File: config.mk
export PLATFORM = sky130hd
export DESIGN_NAME = pwm_irq_flags_capture_ctrl
export DESIGN_NICKNAME = d
export VERILOG_FILES = /design/src/logic/capture_pkg.sv /design/src/logic/capture_channel.sv /design/src/logic/pwm_irq_flags_capture_ctrl.sv
export SDC_FILE = /design/constraint.sdc
export NUM_CORES = 1
export LEC_CHECK = 0
export BUFFER_PORTS_ARGS = -buffer_cell sky130_fd_sc_hd__buf_2
export CORE_MARGIN = 5
export CORE_UTILIZATION = 39
export CTS_BUF_LIST = sky130_fd_sc_hd__clkbuf_2 sky130_fd_sc_hd__clkbuf_4 sky130_fd_sc_hd__clkbuf_8
export DETAILED_ROUTE_END_ITERATION = 12
export SLEW_MARGIN = 5
export SYNTH_ARGS = -nofsm -noshare
export SYNTH_HDL_FRONTEND = slang
export SYNTH_SLANG_ARGS = --single-unit
File: constraint.sdc
create_clock -name sys_clk -period 3.4 [get_ports sys_clk]
set_input_delay 0 -clock sys_clk [delete_from_list [all_inputs] [get_ports sys_clk]]
set_output_delay 0 -clock sys_clk [all_outputs]
set_load 0.05 [all_outputs]
File: src/logic/capture_pkg.sv
// ==========================================================================
// shared constants and carriers of the interrupt flags / capture block
package capture_pkg;

   // ======================================================================
   // sizes
   localparam int TIMERS = 4;
   localparam int CHANNELS = 2;
   localparam int CNT_W_DEFAULT = 16;
   localparam int DATA_W = 32;
   localparam int ADDR_DEC_W = 8;
   localparam int CH_FIELD_W = 8;
   localparam int CH1_FIELD_BASE = 16;
   localparam int CAP_EVT_W = 2 * CHANNELS;

   // ======================================================================
   // register byte offsets within the block window
   localparam logic [ADDR_DEC_W-1:0] OFS_IRQ_EN = 8'h40;
   localparam logic [ADDR_DEC_W-1:0] OFS_IRQ_FLAGS = 8'h44;
   localparam logic [ADDR_DEC_W-1:0] OFS_CAP_CTRL = 8'h50;
   localparam logic [ADDR_DEC_W-1:0] OFS_CH0_RISE = 8'h58;
   localparam logic [ADDR_DEC_W-1:0] OFS_CH0_FALL = 8'h5C;
   localparam logic [ADDR_DEC_W-1:0] OFS_CH1_RISE = 8'h60;
   localparam logic [ADDR_DEC_W-1:0] OFS_CH1_FALL = 8'h64;
   localparam logic [ADDR_DEC_W-1:0] OFS_CAP_STATUS = 8'h70;
   localparam logic [ADDR_DEC_W-1:0] OFS_CAP_CLEAR = 8'h74;
   localparam logic [ADDR_DEC_W-1:0] OFS_CAP_IRQ_EN = 8'h78;

   // ======================================================================
   // reset values
   localparam logic [TIMERS-1:0] TIMER_RESET = 4'h0;
   localparam logic [CAP_EVT_W-1:0] CAP_EVT_RESET = 4'h0;
   localparam logic [DATA_W-1:0] WORD_ZERO = 32'h00000000;

   // ======================================================================
   // ahb-lite encodings
   localparam logic [1:0] HTRANS_NONSEQ = 2'h2;
   localparam logic [2:0] HSIZE_WORD = 3'h2;
   localparam logic HRESP_OKAY = 1'h0;
   localparam logic [1:0] ALIGN_WORD = 2'h0;

   // ======================================================================
   // one channel's byte of the capture control register, msb first
   typedef struct packed {
      logic fall_latch_dirty;
      logic rise_latch_dirty;
      logic reserved;
      logic capture_irq_ind;
      logic capture_enable;
      logic fall_irq_enable;
      logic rise_irq_enable;
      logic input_invert;
   } chan_ctrl_type;

   localparam chan_ctrl_type CHAN_CTRL_RESET = 8'h00;

   // edge pulses of one channel after capture gating
   typedef struct packed {
      logic rise;
      logic fall;
   } cap_evt_type;

endpackage : capture_pkg

File: src/logic/capture_channel.sv
`timescale 1ns/1ps
// ==========================================================================
// one capture input: synchroniser, inverter, edge detect, latches
module capture_channel
   import capture_pkg::*;
#(
   parameter int CNT_W = CNT_W_DEFAULT
) (
   // clock and reset
   input wire logic sys_clk,
   input wire logic sys_rst,
   // pin and control
   input wire logic cap_pin,
   input wire logic input_invert,
   input wire logic capture_enable,
   input wire logic [CNT_W-1:0] count_value,
   // results
   output cap_evt_type captured,
   output logic [CNT_W-1:0] rise_latch_value_q,
   output logic [CNT_W-1:0] fall_latch_value_q
);

   logic sync1_q;
   logic sync2_q;
   logic level;
   logic prev_q;
   logic rise_edge;
   logic fall_edge;

   // ======================================================================
   // synchroniser; first stage feeds only the second
   always_ff @(posedge sys_clk or posedge sys_rst) begin
      if (sys_rst) begin
         sync1_q <= 1'b0;
         sync2_q <= 1'b0;
      end else begin
         sync1_q <= cap_pin;
         sync2_q <= sync1_q;
      end
   end

   // toggling the inverter looks like an edge; software enables capture after
   assign level = sync2_q ^ input_invert;

   always_ff @(posedge sys_clk or posedge sys_rst) begin
      if (sys_rst) begin
         prev_q <= 1'b0;
      end else begin
         prev_q <= level;
      end
   end

   assign rise_edge = level & ~prev_q;
   assign fall_edge = ~level & prev_q;
   assign captured.rise = rise_edge & capture_enable;
   assign captured.fall = fall_edge & capture_enable;

   // ======================================================================
   // latches
   always_ff @(posedge sys_clk or posedge sys_rst) begin
      if (sys_rst) begin
         rise_latch_value_q <= '0;
         fall_latch_value_q <= '0;
      end else begin
         if (captured.rise) begin
            rise_latch_value_q <= count_value;
         end
         if (captured.fall) begin
            fall_latch_value_q <= count_value;
         end
      end
   end

endmodule : capture_channel

File: src/logic/pwm_irq_flags_capture_ctrl.sv
// Design decision made here: the AHB-Lite register port.
`timescale 1ns/1ps
// ==========================================================================
// Overview of operation
// four timer interrupt flags in bits 3..0 of the flags register, 1 is set
// writing zero to a flag bit clears only that flag
// channel 0 enable bit 3 latches counter on rising and falling edges
// channel 1 enable bit 19 latches its counter on matching edges
// disabled channel updates no latch and raises no capture interrupt
// channel 0 falling enable bit 2 raises interrupt on falling edge
// channel 0 rising enable bit 1 raises interrupt on rising edge
// bit 0 inverts channel 0 input before edge detection
// channel 1 falling enable bit 18 raises interrupt on falling edge
// channel 1 rising enable bit 17 raises interrupt on rising edge
// bit 16 inverts channel 1 input before edge detection
// bit 23 set when channel 1 falling latch is updated
// bit 22 set when channel 1 rising latch is updated
// bit 6 set when channel 0 rising latch is updated
// bits 4 and 20 show capture interrupt; while set, counter does not reload
// separate enable register, one bit per timer, 1 enables
// interrupt output high while any flag and its enable are set
// capture inputs synchronised, edges from successive samples after inversion
module pwm_irq_flags_capture_ctrl
   import capture_pkg::*;
#(
   parameter int CNT_W = CNT_W_DEFAULT
) (
   // clock and reset
   input wire logic sys_clk,
   input wire logic sys_rst,
   // ahb-lite slave
   input wire logic hsel,
   input wire logic [31:0] haddr,
   input wire logic [1:0] htrans,
   input wire logic hwrite,
   input wire logic [2:0] hsize,
   input wire logic [31:0] hwdata,
   input wire logic hready,
   output logic hreadyout,
   output logic hresp,
   output logic [31:0] hrdata,
   // timer side
   input wire logic [TIMERS-1:0] timer_event,
   input wire logic [CHANNELS-1:0][CNT_W-1:0] counter_value,
   output logic [CHANNELS-1:0] counter_no_reload,
   // capture pins
   input wire logic [CHANNELS-1:0] cap_pin,
   // interrupt
   output logic irq
);

   // ======================================================================
   // elaboration checks
   if (CNT_W < 1 || CNT_W > DATA_W) begin : g_bad_width
      $error("counter width must lie between 1 and the bus width");
   end

   if ($bits(chan_ctrl_type) != CH_FIELD_W) begin : g_bad_field
      $error("channel control byte does not match its field width");
   end

   if (CH1_FIELD_BASE < CH_FIELD_W || CH1_FIELD_BASE + CH_FIELD_W > DATA_W) begin : g_bad_base
      $error("channel 1 field must sit above channel 0 inside the bus word");
   end

   if (CAP_EVT_W > DATA_W) begin : g_bad_evt
      $error("capture status must fit in one bus word");
   end

   if (TIMERS > DATA_W) begin : g_bad_timers
      $error("timer flags must fit in one bus word");
   end

   // ======================================================================
   // declarations
   logic addr_valid;
   logic wr_pend_q;
   logic [ADDR_DEC_W-1:0] wr_addr_q;
   logic [DATA_W-1:0] hrdata_q;
   logic [DATA_W-1:0] rd_val;
   logic wr_irq_en;
   logic wr_irq_flags;
   logic wr_cap_ctrl;
   logic wr_cap_clear;
   logic wr_cap_irq_en;

   logic [TIMERS-1:0] timer_irq_enables_q;
   logic [TIMERS-1:0] timer_irq_flags_q;
   logic [TIMERS-1:0] timer_irq_flags_d;

   chan_ctrl_type [CHANNELS-1:0] chan_q;
   chan_ctrl_type [CHANNELS-1:0] chan_d;
   cap_evt_type [CHANNELS-1:0] captured;
   logic [CHANNELS-1:0][CNT_W-1:0] rise_latch_value;
   logic [CHANNELS-1:0][CNT_W-1:0] fall_latch_value;
   logic [CHANNELS-1:0] rise_irq;
   logic [CHANNELS-1:0] fall_irq;

   logic [CAP_EVT_W-1:0] cap_status_q;
   logic [CAP_EVT_W-1:0] cap_status_d;
   logic [CAP_EVT_W-1:0] cap_irq_en_q;
   logic [CAP_EVT_W-1:0] cap_evt;
   logic [DATA_W-1:0] cap_ctrl_word;
   logic timer_irq_pend;
   logic cap_irq_pend;

   // ======================================================================
   // bus address phase
   // zero wait states: the slave never stalls, so hreadyout is constant
   assign hreadyout = 1'b1;
   assign hresp = HRESP_OKAY;
   assign hrdata = hrdata_q;

   // only aligned NONSEQ word transfers are served; others leave hrdata unchanged, write nothing
   assign addr_valid = hsel && hready && (htrans == HTRANS_NONSEQ)
      && (hsize == HSIZE_WORD) && (haddr[1:0] == ALIGN_WORD);

   always_ff @(posedge sys_clk or posedge sys_rst) begin
      if (sys_rst) begin
         wr_pend_q <= 1'b0;
         wr_addr_q <= '0;
      end else begin
         wr_pend_q <= addr_valid && hwrite;
         if (addr_valid && hwrite) begin
            wr_addr_q <= haddr[ADDR_DEC_W-1:0];
         end
      end
   end

   // ======================================================================
   // write decode, applied in the data phase
   // refused transfers never raise wr_pend_q, so nothing below fires for them
   always_comb begin
      wr_irq_en = 1'b0;
      wr_irq_flags = 1'b0;
      wr_cap_ctrl = 1'b0;
      wr_cap_clear = 1'b0;
      wr_cap_irq_en = 1'b0;
      if (wr_pend_q) begin
         case (wr_addr_q)
            OFS_IRQ_EN: begin
               wr_irq_en = 1'b1;
            end
            OFS_IRQ_FLAGS: begin
               wr_irq_flags = 1'b1;
            end
            OFS_CAP_CTRL: begin
               wr_cap_ctrl = 1'b1;
            end
            OFS_CAP_CLEAR: begin
               wr_cap_clear = 1'b1;
            end
            OFS_CAP_IRQ_EN: begin
               wr_cap_irq_en = 1'b1;
            end
            default: begin
               wr_irq_en = 1'b0;
            end
         endcase
      end
   end

   // ======================================================================
   // read mux, sampled into hrdata at the address phase
   assign cap_ctrl_word = {
      {(DATA_W - CH1_FIELD_BASE - CH_FIELD_W){1'b0}}, chan_q[1],
      {(CH1_FIELD_BASE - CH_FIELD_W){1'b0}}, chan_q[0]
   };

   always_comb begin
      rd_val = WORD_ZERO;
      case (haddr[ADDR_DEC_W-1:0])
         OFS_IRQ_EN: begin
            rd_val[TIMERS-1:0] = timer_irq_enables_q;
         end
         OFS_IRQ_FLAGS: begin
            rd_val[TIMERS-1:0] = timer_irq_flags_q;
         end
         OFS_CAP_CTRL: begin
            rd_val = cap_ctrl_word;
         end
         OFS_CH0_RISE: begin
            rd_val[CNT_W-1:0] = rise_latch_value[0];
         end
         OFS_CH0_FALL: begin
            rd_val[CNT_W-1:0] = fall_latch_value[0];
         end
         OFS_CH1_RISE: begin
            rd_val[CNT_W-1:0] = rise_latch_value[1];
         end
         OFS_CH1_FALL: begin
            rd_val[CNT_W-1:0] = fall_latch_value[1];
         end
         OFS_CAP_STATUS: begin
            rd_val[CAP_EVT_W-1:0] = cap_status_q;
         end
         OFS_CAP_IRQ_EN: begin
            rd_val[CAP_EVT_W-1:0] = cap_irq_en_q;
         end
         default: begin
            rd_val = WORD_ZERO;
         end
      endcase
   end

   always_ff @(posedge sys_clk or posedge sys_rst) begin
      if (sys_rst) begin
         hrdata_q <= WORD_ZERO;
      end else if (addr_valid && !hwrite) begin
         hrdata_q <= rd_val;
      end else if (addr_valid) begin
         // writes clear it so no stale read data stands in their data phase
         hrdata_q <= WORD_ZERO;
      end
   end

   // ======================================================================
   // timer interrupt enables
   always_ff @(posedge sys_clk or posedge sys_rst) begin
      if (sys_rst) begin
         timer_irq_enables_q <= TIMER_RESET;
      end else if (wr_irq_en) begin
         timer_irq_enables_q <= hwdata[TIMERS-1:0];
      end
   end

   // ======================================================================
   // timer interrupt flags; a new event beats a clear in the same cycle
   always_comb begin
      timer_irq_flags_d = timer_irq_flags_q;
      if (wr_irq_flags) begin
         // ones leave a flag alone, zeros clear it
         timer_irq_flags_d = timer_irq_flags_q & hwdata[TIMERS-1:0];
      end
      timer_irq_flags_d = timer_irq_flags_d | timer_event;
   end

   always_ff @(posedge sys_clk or posedge sys_rst) begin
      if (sys_rst) begin
         timer_irq_flags_q <= TIMER_RESET;
      end else begin
         timer_irq_flags_q <= timer_irq_flags_d;
      end
   end

   // ======================================================================
   // capture channels and their control bytes
   for (genvar ch = 0; ch < CHANNELS; ch++) begin : g_chan
      capture_channel #(
         .CNT_W(CNT_W)
      ) u_channel (
         .sys_clk(sys_clk),
         .sys_rst(sys_rst),
         .cap_pin(cap_pin[ch]),
         .input_invert(chan_q[ch].input_invert),
         .capture_enable(chan_q[ch].capture_enable),
         .count_value(counter_value[ch]),
         .captured(captured[ch]),
         .rise_latch_value_q(rise_latch_value[ch]),
         .fall_latch_value_q(fall_latch_value[ch])
      );

      // edges are already gated by capture enable inside the channel
      assign rise_irq[ch] = captured[ch].rise && chan_q[ch].rise_irq_enable;
      assign fall_irq[ch] = captured[ch].fall && chan_q[ch].fall_irq_enable;
      assign cap_evt[2*ch] = rise_irq[ch];
      assign cap_evt[2*ch+1] = fall_irq[ch];

      // an indication still set holds off the counter reload
      assign counter_no_reload[ch] = chan_q[ch].capture_irq_ind;

      // this channel's byte of the written word
      chan_ctrl_type wr_byte;
      assign wr_byte = hwdata[ch*CH1_FIELD_BASE +: CH_FIELD_W];

      always_comb begin
         chan_d[ch] = chan_q[ch];
         if (wr_cap_ctrl) begin
            chan_d[ch] = wr_byte;
            // sticky bits: writing zero clears, writing one keeps
            chan_d[ch].fall_latch_dirty = chan_q[ch].fall_latch_dirty
               & wr_byte.fall_latch_dirty;
            chan_d[ch].rise_latch_dirty = chan_q[ch].rise_latch_dirty
               & wr_byte.rise_latch_dirty;
            chan_d[ch].capture_irq_ind = chan_q[ch].capture_irq_ind
               & wr_byte.capture_irq_ind;
            chan_d[ch].reserved = 1'b0;
         end
         // hardware sets come last so they win over a clear
         if (captured[ch].fall) begin
            chan_d[ch].fall_latch_dirty = 1'b1;
         end
         if (captured[ch].rise) begin
            chan_d[ch].rise_latch_dirty = 1'b1;
         end
         if (rise_irq[ch] || fall_irq[ch]) begin
            chan_d[ch].capture_irq_ind = 1'b1;
         end
      end

      always_ff @(posedge sys_clk or posedge sys_rst) begin
         if (sys_rst) begin
            chan_q[ch] <= CHAN_CTRL_RESET;
         end else begin
            chan_q[ch] <= chan_d[ch];
         end
      end
   end

   // ======================================================================
   // capture interrupt status, clear and enable
   always_comb begin
      cap_status_d = cap_status_q;
      if (wr_cap_clear) begin
         cap_status_d = cap_status_q & ~hwdata[CAP_EVT_W-1:0];
      end
      cap_status_d = cap_status_d | cap_evt;
   end

   always_ff @(posedge sys_clk or posedge sys_rst) begin
      if (sys_rst) begin
         cap_status_q <= CAP_EVT_RESET;
      end else begin
         cap_status_q <= cap_status_d;
      end
   end

   always_ff @(posedge sys_clk or posedge sys_rst) begin
      if (sys_rst) begin
         cap_irq_en_q <= CAP_EVT_RESET;
      end else if (wr_cap_irq_en) begin
         cap_irq_en_q <= hwdata[CAP_EVT_W-1:0];
      end
   end

   // ======================================================================
   // interrupt output, a level held until software clears the cause
   // both sources are registers, so bus activity cannot glitch the line
   assign timer_irq_pend = |(timer_irq_flags_q & timer_irq_enables_q);
   assign cap_irq_pend = |(cap_status_q & cap_irq_en_q);
   assign irq = timer_irq_pend || cap_irq_pend;

endmodule : pwm_irq_flags_capture_ctrl

; Word level (Yosys, flattened, before mapping)
; Index checks and enable logic that the tools add are counted.
[totals]
output_inout_bits = 37
regBits = 141
in_bits = 112
elab_cells = 123
[classes]
n_mux = 25
eq_ne = 16
n_reduce_logical = 24
n_bitwise = 27
[op_table]
columns = op, count
row1 = $eq 8x7->1 const B, 14
row2 = $mux 32, 2
row3 = $pmux 12 s5, 1
row4 = $pmux 4 s9, 1
row5 = $mux 8, 3
row6 = $and 4x4->4, 4
row7 = $mux 1, 16
row8 = $and 1x1->1, 14
row9 = $reduce_bool 2->1, 7
row10 = $logic_and 1x1->1, 10
row11 = $mux 4, 2
row12 = $or 4x4->4, 2
row13 = $reduce_or 4->1, 2
row14 = $not 1->1, 4
row15 = $not 4->4, 1
row16 = $eq 3x2->1 const B, 1
row17 = $logic_or 1x1->1, 3
row18 = $eq 2x2->1 const B, 1
row19 = $logic_not 2->1, 1
row20 = $xor 1x1->1, 2
row21 = $logic_not 1->1, 1

; Longest topological paths before layout
; Gate-level depths: netlist of the first run.
[depth]
word_depth = 7
mapped_depth = 6
mapped_depth_nobuf = 4

; Cells and area by module
; Synthesis of the first run repeated with hierarchy kept, for this count alone.
[hier_totals]
cells_unflattened = 464
area_unflattened_um2 = 6113.4
[modules_own_cells]
columns = mod, cells_per_inst, seq_area_each_um2, area_per_inst_um2, instances
row1 = pwm_irq_flags_capture_ctrl, 314, 1551.5, 3323.2, 1
row2 = capture_channel, 75, 875.8, 1395.1, 2

; Worst setup path before layout of the first run
; OpenSTA, ideal clock, no wires.
[synth_timing]
kind = register to register
from = register chan_q (netlist bit cap_ctrl_word[0])
to = register g_chan[0].u_channel.fall_latch_value_q[0]
slack_ns = 1.605
period_less_slack_ns = 1.795
t_arrival_ns = 1.670
stages_incl_launch_ff = 6
required_ns = 3.275
n_path_buf = 2
cell_sequence = dfrtp_1 -> xnor2_1 -> and3_1 -> clkbuf_1 -> buf_2 -> mux2_2
[synth_via]
elab_chain_cells = 4
[synth_rtl]
columns = item, line
row1 = "start, declared", pwm_irq_flags_capture_ctrl.sv:91  ; chan_ctrl_type [CHANNELS-1:0] chan_q;
row2 = "start signal, assigned by index", pwm_irq_flags_capture_ctrl.sv:305  ; chan_q[ch] <= chan_d[ch];
row3 = $xor 1x1->1, capture_channel.sv:43  ; assign level = sync2_q ^ input_invert;
row4 = $not 1->1, capture_channel.sv:54  ; assign fall_edge = ~level & prev_q;
row5 = $and 1x1->1, capture_channel.sv:54
row6 = $and 1x1->1, capture_channel.sv:56  ; assign captured.fall = fall_edge & capture_enable;
row7 = "end signal, assigned", capture_channel.sv:69  ; fall_latch_value_q <= count_value;
row8 = "end, declared", capture_channel.sv:20  ; output logic [CNT_W-1:0] fall_latch_value_q
; Every way passes these cells.
; A chain may end at the register's enable or synchronous reset.

; Worst setup path in the final report of the first run
[layout_timing]
from = register chan_q (netlist bit cap_ctrl_word[0])
to = register g_chan[0].u_channel.fall_latch_value_q[14]
; The elaborated chain is that of the path after synthesis.

==> results of run 1 <==
## registers in the layout (all words and copies together), names as in the netlist
register	count
g_chan.u_channel.sync1_q	2
wr_addr_q	8
cap_status_q	4
timer_irq_flags_q	4
g_chan.u_channel.sync2_q	2
cap_irq_en_q	4
g_chan.u_channel.rise_latch_value_q	32
g_chan.u_channel.fall_latch_value_q	32
timer_irq_enables_q	4
g_chan.u_channel.prev_q	2
cap_ctrl_word	12
counter_no_reload	2
wr_pend_q	1
hrdata	23
## power groups by stage
stage          Combinational [µW]  Clock, µW  Sequential [µW]
2_1_floorplan                 428          0             1910
3_3_place_gp                  544          0             1940
3_5_place_dp                  563          0             1960
4_1_cts                       615       1390             1930
5_1_grt                       657       1460             1950
6_report                      603       1350             1930
## metal layers
layer,track usage,share of wire
met1,0.223,0.43
met2,0.290,0.50
met3,0.0518,0.056
met4,0.0521,0.015
met5,0,0
## worst max-delay path: cells and delay by family, from the launching register on
kind	cells	cell delay, ns
and+or+nand+nor	1	0.88
DFF	1	0.42
muxes	1	0.42
xor gates and xnor gates	1	0.30
## kinds of logic after synthesis
group / synth area share
multiplexers: 0.214
buffers and inverters: 0.0444
flip-flops: 0.542
other: 0.00123
XOR/XNOR: 0.00288
AND/OR/NAND/NOR: 0.106
AO/OA/AOI/OAI: 0.0884
## stage by stage
stage / std cells / setup WS, ns / power (µW)
finish: 851 / 1.24 / 3880
detailed placement: 761 / 1.16 / 2520
global route: 851 / 1.13 / 4070
CTS: 851 / 1.24 / 3930
global placement: 761 / 1.19 / 2490
floorplan: 493 / 1.61 / 2340
## cell usage in the layout, fill, tap and decap left out, types with 3 or more instances in the layout
cell type and n:
conb_1 11, a211oi_1 6, nand4_1 4, inv_1 9, mux2_2 97, o21ai_1 7
o21ai_0 13, dfrtp_1 132, clkbuf_8 20, and3_1 4, a32oi_1 3, buf_2 95
o211ai_1 3, a22o_1 10, nor2b_1 3, nor2_1 3, mux2i_1 19, dlygate4sd3_1 60
o32ai_1 3, and2_1 3, bufinv_16 3, a31oi_1 14, a22oi_1 5, nand2_1 26
buf_4 3, clkinv_2 5, nand3b_1 12, o21ai_2 3, nor3_1 18, nand2b_1 9
## path summary, 6_finish.rpt
check	depth (start not counted)	to	start	slack (ns)
worst min-delay path	4	hrdata[2]$_DFFE_PP0P_	haddr[0]	0.07
worst min register to register	0	g_chan[1].u_channel.sync2_q$_DFF_PP0_	g_chan[1].u_channel.sync1_q$_DFF_PP0_	0.35
worst max-delay path	3	g_chan[0].u_channel.fall_latch_value_q[14]$_DFFE_PP0P_	cap_ctrl_word[0]$_DFFE_PP0P_	1.24
worst max register to register	3	g_chan[0].u_channel.fall_latch_value_q[14]$_DFFE_PP0P_	cap_ctrl_word[0]$_DFFE_PP0P_	1.24
min in group asynchronous	3	g_chan[0].u_channel.rise_latch_value_q[12]$_DFFE_PP0P_	sys_rst	0.36
max in group asynchronous	4	hrdata[17]$_DFFE_PP0P_	sys_rst	2.12
## final cells by class
class | count | share of cell area
well taps | 211 | 0.0343
repair buffers | 159 | 0.145
flip-flops and latches | 132 | 0.430
clock buffers | 20 | 0.0358
multi-input cells | 309 | 0.332
inverters | 10 | 0.00537
clock inverters | 10 | 0.0171
==> impl_metrics.env, run 1 <==
export IMPL_power_leakage_uw=0.00335
export IMPL_ctsRootBufferMaster="clkbuf_8"
export IMPL_diodes=0
export IMPL_hpwl_um=10800
export IMPL_power_frac_seq=0.497
export IMPL_synth_most_common_cell="dfrtp_1"
export IMPL_synth_commonest_cells="dfrtp_1, mux2_2, nand2_1"
export IMPL_area_delta_synth_final_pct=26.3
export IMPL_fillers=1401
export IMPL_antenna_found_initial=0
export IMPL_synthArstFlopShare=1.00
export IMPL_relSlewSlack=0.270
export IMPL_hold_viol=0
export IMPL_swShare=0.250
export IMPL_crit_chain="xnor2_1, and3_1, mux2_2"
export IMPL_p_int_uw=2910
export IMPL_die_area_mm2=0.0182
export IMPL_synth_flop_cell="dfrtp_1"
export IMPL_clkTransAtPathRegs_ns=0.07
export IMPL_utilization=0.504
export IMPL_p_switching_uw=971
export IMPL_p_comb_frac=0.155
export IMPL_drc=0
export IMPL_ir_drop_mv=0.316
export IMPL_placed_area_mm2=0.00668
export IMPL_yosysUniqueCellTypes=51
export IMPL_num_rows=45
export IMPL_synth_edf_count=0
export IMPL_ant_nets=0
export IMPL_clkPwrFrac=0.348
export IMPL_syn_area_mm2=0.00609
export IMPL_clock_sinks=132
export IMPL_setup_viol=0
export IMPL_synth_top_area_frac=0.542
export IMPL_htree_levels=4
export IMPL_status="finished, final reports clean"
export IMPL_grt_max_degree=57
export IMPL_routed_wl_um=15200
export IMPL_rsz0062_at_grt="false"
export IMPL_critPathSlowestCell="and3_1"
export IMPL_cts_buffer_depth=2
export IMPL_powerDensity_mw_per_mm2=505
export IMPL_yosysTopAreaCell="dfrtp_1"
export IMPL_critPathLaunchType="register"
export IMPL_fmax_mhz=464
export IMPL_cts_setup_buffers=0
export IMPL_die_height_um=135
export IMPL_via_per_inst=5.22
export IMPL_critPathMaxFanout=19
export IMPL_drive_gt1_frac=0.378
export IMPL_worstMarginPinSlew_ns=1.09
export IMPL_cp_required_ns=3.72
export IMPL_wl_per_cell_um=17.9
export IMPL_finalCritPeriodShare=0.634
export IMPL_final_setup_tns_ns=0
export IMPL_grt_pass1_wl_um=24800
export IMPL_ys_seq_elements=132
export IMPL_syn_inst=484
export IMPL_io_buffers=95
export IMPL_arrival_ns=2.48
export IMPL_die_w_um=135
export IMPL_grt_overflow=0
export IMPL_grt_pass1_vias=4784
export IMPL_cts_buffers=17
export IMPL_track_usage=0.175
export IMPL_fin_nets=741
export IMPL_drt_iter0_drc=234
export IMPL_gp_congestion=0.898
export IMPL_dr_pass1_iters=5
export IMPL_ys_seq_area_frac=0.542
export IMPL_core_mm2=0.0153
export IMPL_slowest_delay_ns=0.88
export IMPL_start_util=0.399
export IMPL_ios=149
export IMPL_clk_latency_ns=0.44
export IMPL_hold_buffers=60
export IMPL_synth_area_top_cells="dfrtp_1, mux2_2, mux2i_1"
export IMPL_report_final_slew_viol_count=0
export IMPL_ys_warn_count=0
export IMPL_multiInputGateArea_mm2=0.00255
export IMPL_holdWs_ns=0.0676
export IMPL_finClkSkew_ns=0.00937
export IMPL_final_seq_area_mm2=0.00330
export IMPL_cp_end_kind="register"
export IMPL_fin_area_mm2=0.00769
export IMPL_final_min_clock_period_ns=2.16
export IMPL_syn_mean_instance_area_um2=12.6
export IMPL_cts_resized_gates=0
export IMPL_num_vias=4442
export IMPL_cts_tree="done"
export IMPL_maxCapViolCount=0
export IMPL_hold_class="input port to register"
export IMPL_crit_type="register to register"
(Power assumes the default switching activity.)
==> run 2: changes to the inputs <==
--- a/config.mk
+++ b/config.mk
@@ -5,6 +5,7 @@
 export SDC_FILE = /design/constraint.sdc
 export NUM_CORES = 1
 export LEC_CHECK = 0
+export ABC_AREA = 1
 export BUFFER_PORTS_ARGS = -buffer_cell sky130_fd_sc_hd__buf_2
 export CORE_MARGIN = 5
 export CORE_UTILIZATION = 39
==> constraint.sdc (replaced) <==
create_clock -name sys_clk -period 2.2 [get_ports sys_clk]
set_input_delay 0 -clock sys_clk [delete_from_list [all_inputs] [get_ports sys_clk]]
set_output_delay 0 -clock sys_clk [all_outputs]
set_load 0.05 [all_outputs]
==> run 2 against run 1 <==
Effect of this change:
- flip-flop and latch count unchanged
- highest routed layer unchanged
- critical path depth up 4
- first-iteration DRC count up 50%
- global-route usage up 1.3 points
==> impl_metrics.env, run 2 <==
export IMPL_cts_buffers=17
export IMPL_ys_warn_count=0
export IMPL_synth_flop_cell="dfrtp_1"
export IMPL_status="finished, final reports clean"
export IMPL_synth_commonest_cells="nand2_1, dfrtp_1, o21ai_0"
export IMPL_num_rows=45
export IMPL_final_setup_tns_ns=0
export IMPL_synth_edf_count=0
export IMPL_yosysTopAreaCell="dfrtp_1"
export IMPL_ir_drop_mv=0.333
export IMPL_htree_levels=4
export IMPL_final_cell_mix="nand2_1, dfrtp_1, o21ai_0, buf_2, nand3_1"
export IMPL_io_buffers=95
export IMPL_ctsRootBufferMaster="clkbuf_8"
export IMPL_fmax_mhz=524
export IMPL_synth_top_area_frac=0.552
export IMPL_worstMarginPinSlew_ns=0.537
export IMPL_fin_area_mm2=0.00761
export IMPL_synth_simple_gate_area_frac=0.266
export IMPL_hold_buffers=63
export IMPL_cts_resized_gates=0
export IMPL_cts_buffer_depth=2
export IMPL_finClkSkew_ns=0.0130
export IMPL_place_inst=984
export IMPL_synth_compound_area_frac=0.0943
export IMPL_syn_inst=714
export IMPL_report_final_slew_viol_count=0
export IMPL_crit_chain="inv_1, nand2_1, nor3_1, nand3_1, o21ai_0, nand2_1, dlygate4sd3_1"
export IMPL_fin_nets=990
export IMPL_die_w_um=134
export IMPL_yosysUniqueCellTypes=29
export IMPL_grt_pass1_vias=5093
export IMPL_synthMuxAreaShare=0
export IMPL_diodes=0
export IMPL_finalCritPeriodShare=0.867
export IMPL_ios=149
export IMPL_dr_pass1_iters=5
export IMPL_crit_type="register to register"
export IMPL_holdWs_ns=0.0685
export IMPL_cp_end_kind="register"
export IMPL_hpwl_um=11300
export IMPL_via_per_inst=4.79
export IMPL_ys_seq_area_frac=0.552
export IMPL_final_min_clock_period_ns=1.91
export IMPL_synthArstFlopShare=1.00
export IMPL_grt_overflow=0
export IMPL_cts_tree="done"
export IMPL_relSlewSlack=0.640
export IMPL_antenna_found_initial=1
export IMPL_drc=0
export IMPL_crit_top_cell="nand2_1"
export IMPL_num_vias=5164
export IMPL_clkTransAtPathRegs_ns=0.07
export IMPL_critPathSlowestCell="dlygate4sd3_1"
export IMPL_gp_congestion=0.865
export IMPL_rsz0062_at_grt="false"
export IMPL_hold_class="input port to register"
export IMPL_placed_area_mm2=0.00663
export IMPL_cts_setup_buffers=0
export IMPL_final_common_cell="nand2_1"
export IMPL_arrival_ns=2.23
export IMPL_start_util=0.395
export IMPL_critPathMaxFanout=4
export IMPL_die_area_mm2=0.0179
export IMPL_grt_pass1_wl_um=26300
export IMPL_maxCapViolCount=0
export IMPL_setup_viol=0
export IMPL_track_usage=0.188
export IMPL_clk_latency_ns=0.45
export IMPL_powerDensity_mw_per_mm2=658
export IMPL_syn_mean_instance_area_um2=8.38
export IMPL_cp_required_ns=2.52
export IMPL_routed_wl_um=16000
export IMPL_synthAdderAreaFrac=0
export IMPL_synth_top_family_by_area="simple AND/OR/NAND/NOR gates"
export IMPL_hold_viol=0
export IMPL_drive_gt1_frac=0.192
export IMPL_core_mm2=0.0151
export IMPL_power_leakage_uw=0.00392
export IMPL_clock_sinks=132
export IMPL_critPathLaunchType="register"
export IMPL_syn_area_mm2=0.00598
export IMPL_synth_area_top_cells="dfrtp_1, nand2_1, o21ai_0"
export IMPL_wl_per_cell_um=14.8
export IMPL_finalNonFillerCells=1079
export IMPL_ys_seq_elements=132
export IMPL_synth_xor_area_frac=0.00293
export IMPL_area_delta_synth_final_pct=27.2
export IMPL_drt_iter0_drc=350
export IMPL_grt_max_degree=42
export IMPL_slowest_delay_ns=0.57
export IMPL_die_height_um=134
export IMPL_synth_most_common_cell="nand2_1"
export IMPL_ant_nets=0
-- run 2: changes by cell type in the layout (fill, tap and decap cells not counted), moves of 12 or more --
| cell | before | now |
|---|---|---|
| inv_1 | 9 | 61 |
| o21ai_0 | 13 | 95 |
| nor3_1 | 18 | 2 |
| mux2i_1 | 19 | 0 |
| buf_4 | 3 | 15 |
| mux2_2 | 97 | 0 |
| nor2_1 | 3 | 26 |
| nand3_1 | 1 | 70 |
| a31oi_1 | 14 | 0 |
| nand2_1 | 26 | 240 |
| nand3b_1 | 12 | 0 |
-- run 2: final timing paths --
| check | start | endpoint | slack (ns) | depth (start not counted) |
|---|---|---|---|---|
| max in group asynchronous | sys_rst | g_chan[1].u_channel.fall_latch_value_q[3]$_DFFE_PP0P_ | 1.40 | 4 |
| min in group asynchronous | sys_rst | g_chan[0].u_channel.rise_latch_value_q[10]$_DFFE_PP0P_ | 0.14 | 3 |
| worst max-delay path | wr_addr_q[7]$_DFFE_PP0P_ | timer_irq_flags_q[2]$_DFF_PP0_ | 0.29 | 7 |
| worst min register to register | g_chan[1].u_channel.sync1_q$_DFF_PP0_ | g_chan[1].u_channel.sync2_q$_DFF_PP0_ | 0.35 | 0 |
| worst min-delay path | hwrite | hrdata[2]$_DFFE_PP0P_ | 0.07 | 5 |
| worst max register to register | wr_addr_q[7]$_DFFE_PP0P_ | timer_irq_flags_q[2]$_DFF_PP0_ | 0.29 | 7 |
-- run 2: area by class of cell --
cell class / instances / area, µm²
clock buffer: 24 / 305
clock inverter: 8 / 52.6
fill: 1481 / 7530
inverter: 64 / 244
multi-input combinational: 488 / 2220
sequential: 132 / 3300
tap: 188 / 235
timing repair buffer: 175 / 1260
-- run 2: kinds of logic after synthesis --
logic type / Yosys count
xor gates and xnor gates: 2
DFF: 132
buffers and inverters: 103
other: 2
and+or+nand+nor: 368
AOI/OAI and AO/OA: 107
-- run 2: worst max-delay path, delay by kind of cell (launching register included) --
family	cells	cell delay, ns
and+or+nand+nor	4	0.60
AOI/OAI and AO/OA	1	0.19
buffers and inverters	2	0.62
DFF	1	0.38
-- run 2: where the power goes --
group          switching (µW)  internal (µW)  total [µW]
Clock                     916            911        1830
Combinational             297            210         507
Sequential               87.3           2590        2670
-- run 2: per-stage QoR --
stage	total power, µW	setup slack (ns)	util
2_1_floorplan	2990	0.563	-
3_3_place_gp	3130	0.642	0.438
3_5_place_dp	3150	0.596	0.438
4_1_cts	5050	0.345	0.503
5_1_grt	5280	0.162	0.503
6_report	5010	0.293	0.503
-- run 2: per-layer routing --
| metal | vias up | track usage | share of wire |
|---|---|---|---|
| li1 | 2588 | - | - |
| met1 | 2403 | 0.262 | 0.47 |
| met2 | 150 | 0.293 | 0.45 |
| met3 | 23 | 0.0409 | 0.063 |
| met4 | 0 | 0.0594 | 0.017 |
| met5 | - | 0 | 0 |
==> run 3: changes to the inputs <==
--- a/config.mk
+++ b/config.mk
@@ -11,6 +11,7 @@
 export CORE_UTILIZATION = 39
 export CTS_BUF_LIST = sky130_fd_sc_hd__clkbuf_2 sky130_fd_sc_hd__clkbuf_4 sky130_fd_sc_hd__clkbuf_8
 export DETAILED_ROUTE_END_ITERATION = 12
+export SETUP_SLACK_MARGIN = 0.5
 export SLEW_MARGIN = 5
 export SYNTH_ARGS = -nofsm -noshare
 export SYNTH_HDL_FRONTEND = slang
==> run 3 against run 2 <==
Effect of this change:
- highest routed layer unchanged
- non-clock buffer count rose by 2
- cell area rose by 0.39%
- largest power group unchanged
- hold slack improved by 0.0031 ns
- sequential share of layout area fell by 0.17 points
- worst setup slack improved by 0.28 ns
- flip-flop and latch count did not move
- register-to-register slack improved by 0.28 ns
- largest cell class unchanged
- combinational power barely moved
- cell count rose by 0.28%
- clock-buffer cell count did not move
==> impl_metrics.env, run 3 (same netlist as run 2, synthesis figures left out) <==
export IMPL_status="finished, final reports clean"
export IMPL_cp_top_family="simple AND/OR/NAND/NOR gates"
export IMPL_critPathSlowestCell="nor2_1"
export IMPL_path_buf_inv=2
export IMPL_setup_viol=0
export IMPL_crit_type="register to register"
export IMPL_final_cell_mix="nand2_1, dfrtp_1, o21ai_0, buf_2, nand3_1"
export IMPL_drc=0
export IMPL_grt_pass1_wl_um=26100
export IMPL_diodes=0
export IMPL_ir_drop_mv=0.328
export IMPL_start_util=0.395
export IMPL_cts_buffer_depth=2
export IMPL_die_w_um=134
export IMPL_arrival_ns=2.00
export IMPL_grt_max_degree=42
export IMPL_grt_overflow=0
export IMPL_cp_end_kind="register"
export IMPL_antenna_found_initial=1
export IMPL_area_delta_synth_final_pct=27.7
export IMPL_fmax_mhz=615
export IMPL_routed_wl_um=16100
export IMPL_final_setup_tns_ns=0
export IMPL_worstMarginPinSlew_ns=0.585
export IMPL_placed_area_mm2=0.00663
export IMPL_finClkSkew_ns=0.00966
export IMPL_clock_sinks=132
export IMPL_via_per_inst=4.77
export IMPL_worstSetupPathDepth=6
export IMPL_dr_pass1_iters=5
export IMPL_num_vias=5164
export IMPL_finalNonFillerCells=1082
export IMPL_track_usage=0.186
export IMPL_final_min_clock_period_ns=1.63
export IMPL_io_buffers=95
export IMPL_finalCritPeriodShare=0.740
export IMPL_gp_congestion=0.865
export IMPL_htree_levels=4
export IMPL_final_common_cell="nand2_1"
export IMPL_hpwl_um=11300
export IMPL_rsz0062_at_grt="true"
export IMPL_ctsRootBufferMaster="clkbuf_8"
export IMPL_fillers=1489
export IMPL_drive_gt1_frac=0.200
export IMPL_core_mm2=0.0151
export IMPL_cts_buffers=17
export IMPL_crit_chain="inv_1, nand2_1, nor2_1, nand2_2, buf_4, o21ai_2"
export IMPL_hold_viol=0
export IMPL_slowest_delay_ns=0.46
export IMPL_ios=149
export IMPL_fin_nets=993
export IMPL_critPathMaxFanout=8
export IMPL_wl_per_cell_um=14.9
export IMPL_relSlewSlack=0.609
export IMPL_num_rows=45
export IMPL_cp_required_ns=2.57
export IMPL_maxCapViolCount=0
export IMPL_fin_area_mm2=0.00764
export IMPL_place_inst=984
export IMPL_ant_nets=0
export IMPL_critPathLaunchType="register"
export IMPL_min_path_cells=5
export IMPL_grt_pass1_vias=5039
export IMPL_drt_iter0_drc=345
export IMPL_die_height_um=134
export IMPL_report_final_slew_viol_count=0
export IMPL_r2r_cells=6
export IMPL_clk_latency_ns=0.44
export IMPL_rrSetupSlack_ns=0.57
export IMPL_power_uw=5010
export IMPL_cts_tree="done"
export IMPL_hold_class="input port to register"
export IMPL_power_leakage_uw=0.00396
export IMPL_powerDensity_mw_per_mm2=655
export IMPL_die_area_mm2=0.0179
export IMPL_clkTransAtPathRegs_ns=0.07
==> run 3: cell count changes in the layout (fill, tap and decap cells not counted), sizes merged <==
cell         previous run  this run
nand2                 249       250
buf                   112       118
dlygate4sd3            63        59
==> run 3: repair_timing <==
item                                    CTS  global route
setup buffers                             0             6
resized for setup                         0             7
hold buffers                             59             0
endpoints found under the setup margin    0            11
hold endpoints to repair                192             0
==> run 3: worst min-delay path: cells and delay by family <==
kind                   cells  cell delay [ns]
buffers and inverters      2             0.30
and+or+nand+nor            3             0.17
==> run 3: final cells by class <==
cell class | count | area [µm²] | area share
clock buffer | 24 | 305 | 0.0399
clock inverter | 8 | 52.6 | 0.00687
inverter | 64 | 244 | 0.0319
multi-input combinational | 489 | 2230 | 0.292
sequential | 132 | 3300 | 0.432
tap | 188 | 235 | 0.0308
timing repair buffer | 177 | 1270 | 0.166
==> run 3: metrics by stage <==
| stage | setup WS, ns | util | hold WS, ns |
|---|---|---|---|
| floorplan | 0.563 | - | 0.0314 |
| global placement | 0.642 | 0.438 | 0.0774 |
| detailed placement | 0.596 | 0.438 | 0.0730 |
| CTS | 0.504 | 0.500 | 0.0473 |
| global route | 0.467 | 0.505 | 0.0680 |
| finish | 0.573 | 0.505 | 0.0716 |
==> run 3: path summary, 6_finish.rpt <==
kind                                                                         end                                  start
min reg2reg                                g_chan[1].u_channel.sync2_q$_DFF_PP0_  g_chan[1].u_channel.sync1_q$_DFF_PP0_
min                                                        hrdata[2]$_DFFE_PP0P_                                 hwrite
max in group asynchronous  g_chan[1].u_channel.fall_latch_value_q[3]$_DFFE_PP0P_                                sys_rst
max reg2reg                                         cap_ctrl_word[2]$_DFFE_PP0P_               wr_addr_q[3]$_DFFE_PP0P_
max                                                 cap_ctrl_word[2]$_DFFE_PP0P_               wr_addr_q[3]$_DFFE_PP0P_
min in group asynchronous  g_chan[0].u_channel.fall_latch_value_q[8]$_DFFE_PP0P_                                sys_rst
==> run 3: metal layers <==
layer / share of wire / GRT usage
met1: 0.47 / 0.262
met2: 0.45 / 0.290
met3: 0.058 / 0.0405
met4: 0.017 / 0.0589
met5: 0 / 0
==> run 3: where the power goes <==
part	switching, µW	internal [µW]	leakage [µW]	total [µW]
clock	912	911	0.000175	1820
sequential	88.4	2590	0.00156	2670
combinational	298	211	0.00223	509
